File: src/design/spm_pkg.sv
/*
 * Shared constants and types of the byte serial port: register offsets,
 * status bit positions, reset values, rate dividers, control fields and
 * state codes.
 * Assumes a 32-bit APB with byte addresses and one word per register.
 */
package spm_pkg;

   // register byte offsets
   localparam logic [7:0] ADDR_CTRL = 8'h00;
   localparam logic [7:0] ADDR_STAT = 8'h04;
   localparam logic [7:0] ADDR_DATA = 8'h08;
   localparam logic [7:0] ADDR_PINS = 8'h0c;

   // reset values
   localparam logic [7:0] CTRL_RESET = 8'h00;
   localparam logic [7:0] PINS_RESET = 8'h00;
   localparam logic [7:0] DATA_RESET = 8'h00;

   // status bit positions
   localparam int STAT_DONE_BIT = 7;
   localparam int STAT_WCOL_BIT = 6;
   localparam int STAT_DBL_BIT = 0;

   // pin index within the pin control fields
   localparam int PIN_MOSI = 0;
   localparam int PIN_MISO = 1;
   localparam int PIN_SCK = 2;
   localparam int PIN_SS = 3;

   // byte framing
   localparam logic [2:0] LAST_BIT = 3'h7;
   localparam logic [3:0] LAST_EDGE = 4'hf;

   // half sck period in system clocks for rate codes 00..11, normal speed
   localparam int HALF_W = 7;
   localparam logic [HALF_W-1:0] HALF_DIV4 = 7'h02;
   localparam logic [HALF_W-1:0] HALF_DIV16 = 7'h08;
   localparam logic [HALF_W-1:0] HALF_DIV64 = 7'h20;
   localparam logic [HALF_W-1:0] HALF_DIV128 = 7'h40;

   typedef struct packed {
      logic transfer_irq_enable;
      logic port_enable;
      logic bit_order_select;
      logic master_select;
      logic clock_polarity;
      logic clock_phase;
      logic rate_select_high;
      logic rate_select_low;
   } spm_ctrl_s;

   typedef struct packed {
      logic [3:0] out;
      logic [3:0] dir;
   } spm_pins_s;

   typedef enum logic [2:0] {
      ST_IDLE = 3'b001,
      ST_MASTER = 3'b010,
      ST_SLAVE = 3'b100
   } spm_state_e;

   // double speed halves the divider of every rate code
   function automatic logic [HALF_W-1:0] half_period(input logic [1:0] rate,
                                                     input logic dbl);
      logic [HALF_W-1:0] base;
      case (rate)
         2'b00: base = HALF_DIV4;
         2'b01: base = HALF_DIV16;
         2'b10: base = HALF_DIV64;
         default: base = HALF_DIV128;
      endcase
      half_period = dbl ? (base >> 1) : base;
   endfunction : half_period

endpackage : spm_pkg

File: src/design/spm_rate_gen.sv
/*
 * Master sck rate generator: one-cycle tick at every half sck period.
 * Assumes run is held high for the whole byte and the rate fields stay
 * unchanged while it runs.
 */
`timescale 1ns/100ps
module spm_rate_gen #(
   parameter int CNT_W = 7
) (
   // clock and reset
   input wire logic CLOCK_I,
   input wire logic RESETN_I,
   input wire logic CE_I,
   // control
   input wire logic run_i,
   input wire logic [1:0] rate_i,
   input wire logic dbl_i,
   // tick
   output logic tick_o
);
   import spm_pkg::*;

   initial begin
      if (CNT_W < HALF_W) begin
         $error("spm_rate_gen: CNT_W too small for the slowest rate");
      end
   end

   logic [CNT_W-1:0] cnt;
   wire logic [CNT_W-1:0] half = CNT_W'(half_period(rate_i, dbl_i));
   wire logic at_end = (cnt == half - CNT_W'(1));

   assign tick_o = run_i & at_end;

   always_ff @(posedge CLOCK_I or negedge RESETN_I) begin
      if (!RESETN_I) begin
         cnt <= '0;
      end else if (CE_I) begin
         if (!run_i || at_end) begin
            cnt <= '0;
         end else begin
            cnt <= cnt + CNT_W'(1);
         end
      end
   end

endmodule : spm_rate_gen

File: src/design/spm_port.sv
/*
 * Byte serial port, master or slave, full duplex, behind an APB slave.
 * Assumes pins are joined outside from the _i/_o/_oe triples; sck, mosi,
 * miso and ss arrive asynchronously and are synchronised here.
 *
 */
`timescale 1ns/100ps
module spm_port #(
   parameter int RATE_CNT_W = 7
) (
   // clock, reset, enable
   input wire logic CLOCK_I,
   input wire logic RESETN_I,
   input wire logic CE_I,
   // apb slave
   input wire logic PSEL_I,
   input wire logic PENABLE_I,
   input wire logic PWRITE_I,
   input wire logic [7:0] PADDR_I,
   input wire logic [31:0] PWDATA_I,
   output logic [31:0] PRDATA_O,
   output logic PREADY_O,
   output logic PSLVERR_O,
   // events
   input wire logic IRQ_ACK_I,
   output logic IRQ_O,
   output logic WAKE_O,
   // serial pins
   input wire logic SCK_I,
   output logic SCK_O,
   output logic SCK_OE_O,
   input wire logic MOSI_I,
   output logic MOSI_O,
   output logic MOSI_OE_O,
   input wire logic MISO_I,
   output logic MISO_O,
   output logic MISO_OE_O,
   input wire logic SS_I,
   output logic SS_O,
   output logic SS_OE_O
);
   import spm_pkg::*;

   function automatic logic [7:0] shift_in(input logic [7:0] v, input logic b,
                                           input logic lsb_first);
      shift_in = lsb_first ? {b, v[7:1]} : {v[6:0], b};
   endfunction : shift_in

   function automatic logic first_bit(input logic [7:0] v, input logic lsb_first);
      first_bit = lsb_first ? v[0] : v[7];
   endfunction : first_bit

   spm_ctrl_s ctrl;
   spm_pins_s pins;
   spm_state_e state;
   spm_state_e next_state;
   logic dbl;
   logic done_flag;
   logic wcol_flag;
   logic clr_armed;
   logic [7:0] shreg;
   logic [7:0] rxbuf;
   logic out_bit;
   logic sck_lvl;
   logic [3:0] edge_cnt;
   logic [2:0] bit_cnt;
   logic [3:0] sync1;
   logic [3:0] sync2;
   logic sck_q;
   logic [7:0] next_shreg;

   // apb decode; registers answer with no wait states
   wire logic setup_rd = PSEL_I & ~PENABLE_I & ~PWRITE_I;
   wire logic access = PSEL_I & PENABLE_I;
   wire logic wr = access & PWRITE_I;
   wire logic rd = access & ~PWRITE_I;
   wire logic hit_ctrl = (PADDR_I == ADDR_CTRL);
   wire logic hit_stat = (PADDR_I == ADDR_STAT);
   wire logic hit_data = (PADDR_I == ADDR_DATA);
   wire logic hit_pins = (PADDR_I == ADDR_PINS);
   wire logic mapped = hit_ctrl | hit_stat | hit_data | hit_pins;
   wire logic [7:0] stat_val = (8'(done_flag) << STAT_DONE_BIT)
                             | (8'(wcol_flag) << STAT_WCOL_BIT)
                             | (8'(dbl) << STAT_DBL_BIT);
   wire logic [7:0] rd_mux = hit_ctrl ? ctrl : hit_stat ? stat_val
                           : hit_data ? rxbuf : hit_pins ? pins : 8'h00;

   assign PREADY_O = 1'b1;
   assign PSLVERR_O = access & ~mapped;

   // synchronised pins, order {ss, sck, miso, mosi}
   wire logic mosi_s = sync2[PIN_MOSI];
   wire logic miso_s = sync2[PIN_MISO];
   wire logic sck_s = sync2[PIN_SCK];
   wire logic ss_s = sync2[PIN_SS];

   wire logic enabled = ctrl.port_enable;
   wire logic is_master = ctrl.master_select;
   wire logic lsb_first = ctrl.bit_order_select;
   wire logic in_master = (state == ST_MASTER);
   wire logic in_slave = (state == ST_SLAVE);
   wire logic mode_fault = enabled & is_master & ~pins.dir[PIN_SS] & ~ss_s;

   // master edges come from the rate generator
   logic tick;
   spm_rate_gen #(
      .CNT_W(RATE_CNT_W)
   ) u_rate (
      .CLOCK_I(CLOCK_I),
      .RESETN_I(RESETN_I),
      .CE_I(CE_I),
      .run_i(in_master),
      .rate_i({ctrl.rate_select_high, ctrl.rate_select_low}),
      .dbl_i(dbl),
      .tick_o(tick)
   );

   // slave edges are seen on the synchronised sck, hence the minimum phase
   wire logic slave_edge = in_slave & (sck_s ^ sck_q);
   wire logic edge_now = (in_master & tick) | slave_edge;
   wire logic lead_now = in_master ? ~edge_cnt[0] : (sck_s != ctrl.clock_polarity);
   wire logic sample_now = edge_now & (lead_now ^ ctrl.clock_phase);
   wire logic setup_now = edge_now & ~sample_now;
   wire logic rx_line = in_master ? miso_s : mosi_s;
   wire logic master_done = in_master & tick & (edge_cnt == LAST_EDGE);
   wire logic slave_done = in_slave & sample_now & (bit_cnt == LAST_BIT);
   wire logic byte_done = master_done | slave_done;
   wire logic busy = in_master | (in_slave & (bit_cnt != 3'h0));
   wire logic data_wr = wr & hit_data;
   wire logic data_load = data_wr & ~busy;
   wire logic collision = data_wr & busy;
   wire logic preload = ~in_master & (bit_cnt == 3'h0) & ~edge_now;
   wire logic data_access = access & hit_data;
   wire logic flag_clr = (clr_armed & data_access) | IRQ_ACK_I;

   always_comb begin
      next_shreg = shreg;
      if (data_load) begin
         next_shreg = PWDATA_I[7:0];
      end else if (sample_now) begin
         next_shreg = shift_in(shreg, rx_line, lsb_first);
      end
   end

   always_comb begin
      next_state = state;
      case (state)
         ST_IDLE: begin
            if (enabled && is_master && !mode_fault && data_load) begin
               next_state = ST_MASTER;
            end else if (enabled && !is_master && !ss_s) begin
               next_state = ST_SLAVE;
            end
         end
         ST_MASTER: begin
            if (master_done || mode_fault || !enabled) begin
               next_state = ST_IDLE;
            end
         end
         ST_SLAVE: begin
            if (ss_s || !enabled || is_master) begin
               next_state = ST_IDLE;
            end
         end
         default: next_state = ST_IDLE;
      endcase
   end

   always_ff @(posedge CLOCK_I or negedge RESETN_I) begin
      if (!RESETN_I) begin
         sync1 <= 4'h0;
         sync2 <= 4'h0;
         sck_q <= 1'b0;
      end else if (CE_I) begin
         sync1 <= {SS_I, SCK_I, MISO_I, MOSI_I};
         sync2 <= sync1;
         sck_q <= sck_s;
      end
   end

   // register file
   always_ff @(posedge CLOCK_I or negedge RESETN_I) begin
      if (!RESETN_I) begin
         ctrl <= CTRL_RESET;
         pins <= PINS_RESET;
         dbl <= 1'b0;
         PRDATA_O <= 32'h0000_0000;
      end else if (CE_I) begin
         if (setup_rd) begin
            PRDATA_O <= {24'h00_0000, rd_mux};
         end
         if (wr && hit_ctrl) begin
            ctrl <= PWDATA_I[7:0];
         end
         if (mode_fault) begin
            ctrl.master_select <= 1'b0;
         end
         if (wr && hit_stat) begin
            dbl <= PWDATA_I[STAT_DBL_BIT];
         end
         if (wr && hit_pins) begin
            pins <= PWDATA_I[7:0];
         end
      end
   end

   // flags: a set in the same cycle as a clear wins
   always_ff @(posedge CLOCK_I or negedge RESETN_I) begin
      if (!RESETN_I) begin
         done_flag <= 1'b0;
         wcol_flag <= 1'b0;
         clr_armed <= 1'b0;
         WAKE_O <= 1'b0;
      end else if (CE_I) begin
         done_flag <= byte_done | mode_fault | (done_flag & ~flag_clr);
         wcol_flag <= collision | (wcol_flag & ~flag_clr);
         if (rd && hit_stat && (done_flag || wcol_flag)) begin
            clr_armed <= 1'b1;
         end else if (data_access) begin
            clr_armed <= 1'b0;
         end
         WAKE_O <= byte_done;
      end
   end

   // shift engine
   always_ff @(posedge CLOCK_I or negedge RESETN_I) begin
      if (!RESETN_I) begin
         state <= ST_IDLE;
         shreg <= DATA_RESET;
         rxbuf <= DATA_RESET;
         out_bit <= 1'b0;
         sck_lvl <= 1'b0;
         edge_cnt <= 4'h0;
         bit_cnt <= 3'h0;
      end else if (CE_I) begin
         state <= next_state;
         shreg <= next_shreg;
         if (byte_done) begin
            rxbuf <= next_shreg;
         end
         if (preload || setup_now) begin
            out_bit <= first_bit(next_shreg, lsb_first);
         end
         if (in_master && tick) begin
            sck_lvl <= ~sck_lvl;
            edge_cnt <= edge_cnt + 4'h1;
         end else if (!in_master) begin
            sck_lvl <= ctrl.clock_polarity;
            edge_cnt <= 4'h0;
         end
         // leaving the slave state drops any partial byte count
         if (next_state == ST_IDLE) begin
            bit_cnt <= 3'h0;
         end else if (sample_now) begin
            bit_cnt <= bit_cnt + 3'h1;
         end
      end
   end

   assign IRQ_O = done_flag & ctrl.transfer_irq_enable;

   // pin overrides; with the port off the pins are plain software outputs
   wire logic drive_m = enabled & is_master;
   wire logic drive_s = enabled & ~is_master;
   assign MOSI_O = drive_m ? out_bit : pins.out[PIN_MOSI];
   assign SCK_O = drive_m ? sck_lvl : pins.out[PIN_SCK];
   assign MISO_O = drive_s ? out_bit : pins.out[PIN_MISO];
   assign SS_O = pins.out[PIN_SS];
   assign MOSI_OE_O = enabled ? (is_master & pins.dir[PIN_MOSI]) : pins.dir[PIN_MOSI];
   assign SCK_OE_O = enabled ? (is_master & pins.dir[PIN_SCK]) : pins.dir[PIN_SCK];
   assign SS_OE_O = enabled ? (is_master & pins.dir[PIN_SS]) : pins.dir[PIN_SS];
   assign MISO_OE_O = enabled ? (~is_master & pins.dir[PIN_MISO] & ~ss_s)
                              : pins.dir[PIN_MISO];

endmodule : spm_port

File: config.mk
export PLATFORM = sky130hd
export DESIGN_NAME = spm_port
export DESIGN_NICKNAME = d
export VERILOG_FILES = /design/src/design/spm_pkg.sv /design/src/design/spm_rate_gen.sv /design/src/design/spm_port.sv
export SDC_FILE = /design/constraint.sdc
export NUM_CORES = 1
export LEC_CHECK = 0
export BUFFER_PORTS_ARGS = -buffer_cell sky130_fd_sc_hd__buf_2
export CORE_UTILIZATION = 47
export DETAILED_ROUTE_END_ITERATION = 7
export GPL_TIMING_DRIVEN = 0
export PLACE_DENSITY = 0.81
export SYNTH_ARGS = -nofsm -noshare
export SYNTH_HDL_FRONTEND = slang
export SYNTH_SLANG_ARGS = --single-unit
export TNS_END_PERCENT = 1
File: constraint.sdc
create_clock -name CLOCK_I -period 5.3 [get_ports CLOCK_I]
set_input_delay 1.06 -clock CLOCK_I [delete_from_list [all_inputs] [get_ports CLOCK_I]]
set_output_delay 1.06 -clock CLOCK_I [all_outputs]
set_load 0.03 [all_outputs]
==> metrics.md <==
| Metric | Value |
|---|---|
| Worst slew margin relative to its limit | 39.85% |
| Clock insertion delay at the later pin of the skew report | 0.35 ns |
| Worst flop-to-flop path startpoint | state[2] |
| Number of nets with antenna violations after detailed routing | 0 |
| Count of different cell masters after synthesis | 69 |
| Switching power summed over all nets | ~0.33 mW |
| Unrepaired setup endpoints after global routing | false |
| Vertical extent of the die | 98.29 um |
| Starting density of the core | 49.25% |
| Switching power as a share of total power | 28.32% |
| CTS H-tree lvls | 3 |
| Worst IR drop on VDD | around 0.000086 V |
| GR Layer Usage met3 | approximately 4.3% |
| Critical path data arrival time | about 2.3 ns |
| Final setup violation count | 0 |
| Number of antenna violations at the first check in global routing | 0 |
| Total global routing track utilization | around 22% |
| Total power per unit cell area | 232.2 mW/mm^2 |
| Overall die width | slightly below 100 um |
| Part of the total power dissipated in combinational logic | around 16% |
| Hold-fix buffers, CTS | 0 |
| Number of setup buffers added after CTS | 0 |
| Dpl hpwl | about 7400 um |
| Share of power burned in registers | between 50% and 60% |
| Number of pins with negative max-slew slack in the final report | 0 |
| Final Cell Area | a little under 0.005 sq mm |
| Total clock buffers created by CTS | 9 |
| 1st-iter DRT viols | ~310 |
| Beginning of the worst hold path | edge_cnt[3] |
| Synthesized area divided by synthesized cell count | 10.06 sq um |
| Share of synthesized area occupied by flip-flops and latches | a little over two fifths |
| Flop2flop setup slack | around 2.6 ns |
| Highest clock rate | about 300 MHz |
| Die outline area | 0.009661 sq mm |
| Post-layout minimum cycle time | about 3.4 ns |
| Fraction of power consumed by the clock network | between 30% and 40% |
| Sum of overflow across all layers after global routing | 0 |
| Placeable core region | 0.008848 sq mm |
| Fin Setup TNS | 0 ns |
| Number of cells traversed by the worst register-to-register path | 7 |
| Met2 global-route usage | 34.94% |
| CTS sink count | 73 |
| Data required time of the critical path | 4.24 ns |
| Endpoint of the most critical register-to-register path | rxbuf[7] |
| Buffers added on ports | 44 |
| Met1 capacity usage during global routing | between 20% and 30% |
| Post-CTS Resized | 0 |
| Average wire length per cell after detail routing | roughly 16 um |
| Launching element of the worst setup path | PADDR_I[5] |
| CTS tree | built |
| Fraction of layout cells with a size suffix above 1 | between 20% and 30% |
| Filler Cells Inserted | approximately 780 |
| Skew final | about 0.0074 ns |
| Top Usage Layer GRT | met2 |
| Outcome | completed |
| Primary FF master, synth | dfrtp_1 |
| Critical Path Sink Type | primary output |
| Count of yosys warnings during synthesis | 0 |
| Cell count after synthesis | 433 |
| Cell area after synthesis | 0.004358 sq mm |
| Reg clk slew, reported paths | roughly 0.070 ns |
| Worst-case clock buffer depth | 2 |
| Total via count after detailed routing | approximately 3,500 |
| Final worst setup slack | between 1.5 and 2 ns |
| Setup crit start kind | input port |
| Yosys reg bits | 73 |
| Slew at the pin with the worst max-slew slack | around 0.90 ns |
| RePlAce Congestion | between 0.8 and 0.9 |
| Row Count | 34 |
| Number of enable-type register cells in the synthesized netlist | 0 |
| Path class of the lowest-slack min-delay path | reg2reg |
| Area delta synth->final | 13.90% |
| Post-route fraction of the period consumed by the critical path | 63.55% |
| Vias per cell | around 5.7 |
| DR DRC count | 0 |
| Final core area utilization | between 50 and 60% |
| I/O pin count | 95 |
| Crit-path max FO | 10 |
| Wire length of the first global-routing pass | about 17,000 um |
| Post-placement worst setup slack | between 1.5 and 2 ns |
| Number of nets in the finished design | approximately 570 |
| Via count of the first global-routing pass | approximately 3,400 |
| Leading cell types in the layout, fill and taps excluded | 72 x dfrtp_1, 49 x buf_2, 38 x nand2_1 |
| Fraction of synthesis flops using an asynchronous set or reset pin | 100.0% |
| Maximum number of pins on one net before global-route repair | 74 |
| Antenna diode count | 0 |
| Most common cell after layout, fill and taps aside | dfrtp_1 |
| Worst setup path end | PSLVERR_O |
| Leakage power total | ~2.5 nW |
| Crit Path Category | in2out |
| Final hold viol count | 0 |
| Total wirelength of the detailed-routed design | around 10,000 um |
| Root buffer cell | clkbuf_8 |
| Number of iterations in the first detailed-routing pass | 7 |
| Max cap viols | 0 |
| P_int | 0.8262 mW |
| Standard cell area after detailed placement | 0.004802 sq mm |
-- area by class of cell --
class	count	area, sq um	area share, %
clock inverters	4	20.02	0.4033
plain buffers	44	277.8	5.596
clock buffers	11	141.4	2.849
flip-flops and latches	73	1828	36.83
inverters	13	48.80	0.9831
repair buffers	44	222.7	4.487
multi-input cells	326	2290	46.13
well taps	108	135.1	2.722
-- stage by stage --
stage               hold slack (ns)  std cells  power (mW)
floorplan                    0.4370        456      0.7337
global placement             0.4597        608      0.7837
detailed placement           0.4695        608      0.7883
CTS                          0.4836        623       1.161
global route                 0.5102        623       1.201
finish                       0.4797        623       1.153
-- sequential cells by signal (all words and copies together) (netlist names), 3 cells and up --
register    flops
pins            7
sync2           4
PRDATA_O        8
sync1           4
bit_cnt         3
u_rate.cnt      7
rxbuf           8
state           3
ctrl            5
edge_cnt        4
shreg           8
-- cell usage after synthesis, drive strengths merged, types with 4 or more instances --
library cell / n / area share, %
nand3: 9 / 1.0
a211oi: 6 / 1.0
clkbuf: 7 / 0.60
buf: 37 / 5.8
and2: 11 / 1.6
mux2i: 20 / 4.9
ha: 5 / 1.4
nand4: 7 / 1.0
inv: 13 / 1.1
dfrtp: 72 / 41
a21oi: 30 / 3.8
nor2b: 6 / 0.86
o21ai: 30 / 3.7
nor3: 9 / 1.7
nor4: 10 / 1.4
nand2: 38 / 3.3
nor2: 23 / 2.0
o31ai: 4 / 0.80
nand2b: 11 / 1.6
mux2: 32 / 8.4
and3: 4 / 0.57
-- logic make-up (layout without fill, tap and decap cells) --
family	Yosys count	after routing	share of synthesized area, %
adder cells (fa/ha/maj)	5	5	1.436
other	2	25	0.1723
flip-flops	73	73	41.95
multiplexers	55	55	14.79
XOR/XNOR	4	4	1.149
AO/OA/AOI/OAI	97	97	15.22
buffers and inverters	57	116	7.494
AND/OR/NAND/NOR	140	140	17.80
-- worst min-delay path by stage --
stage                  endpoint  cells past startpoint
floorplan           edge_cnt[3]                      1
global placement    PRDATA_O[6]                      2
detailed placement  edge_cnt[3]                      1
CTS                 edge_cnt[3]                      1
global route        edge_cnt[3]                      1
finish              edge_cnt[3]                      1
-- power groups by stage --
| stage | Combinational, mW | Sequential [mW] | Clock [mW] |
|---|---|---|---|
| 2_1_floorplan | 0.128 | 0.606 | 0 |
| 3_3_place_gp | 0.173 | 0.611 | 0 |
| 3_5_place_dp | 0.176 | 0.612 | 0 |
| 4_1_cts | 0.178 | 0.602 | 0.381 |
| 5_1_grt | 0.195 | 0.605 | 0.400 |
| 6_report | 0.179 | 0.603 | 0.371 |
-- worst max-delay path, cell delays in order --
cell,delay [ns]
buf_2,0.10
or4_4,0.53
nor3_4,0.20
buf_4,0.21
nor2_1,0.05
buf_2,0.17
-- routing by layer --
layer	up-vias	share of wire [%]
li1	1668	-
met1	1692	43
met2	158	47
met3	29	6.9
met4	0	3.4
met5	-	0
Note: power is estimated with default switching activity, not from simulation.
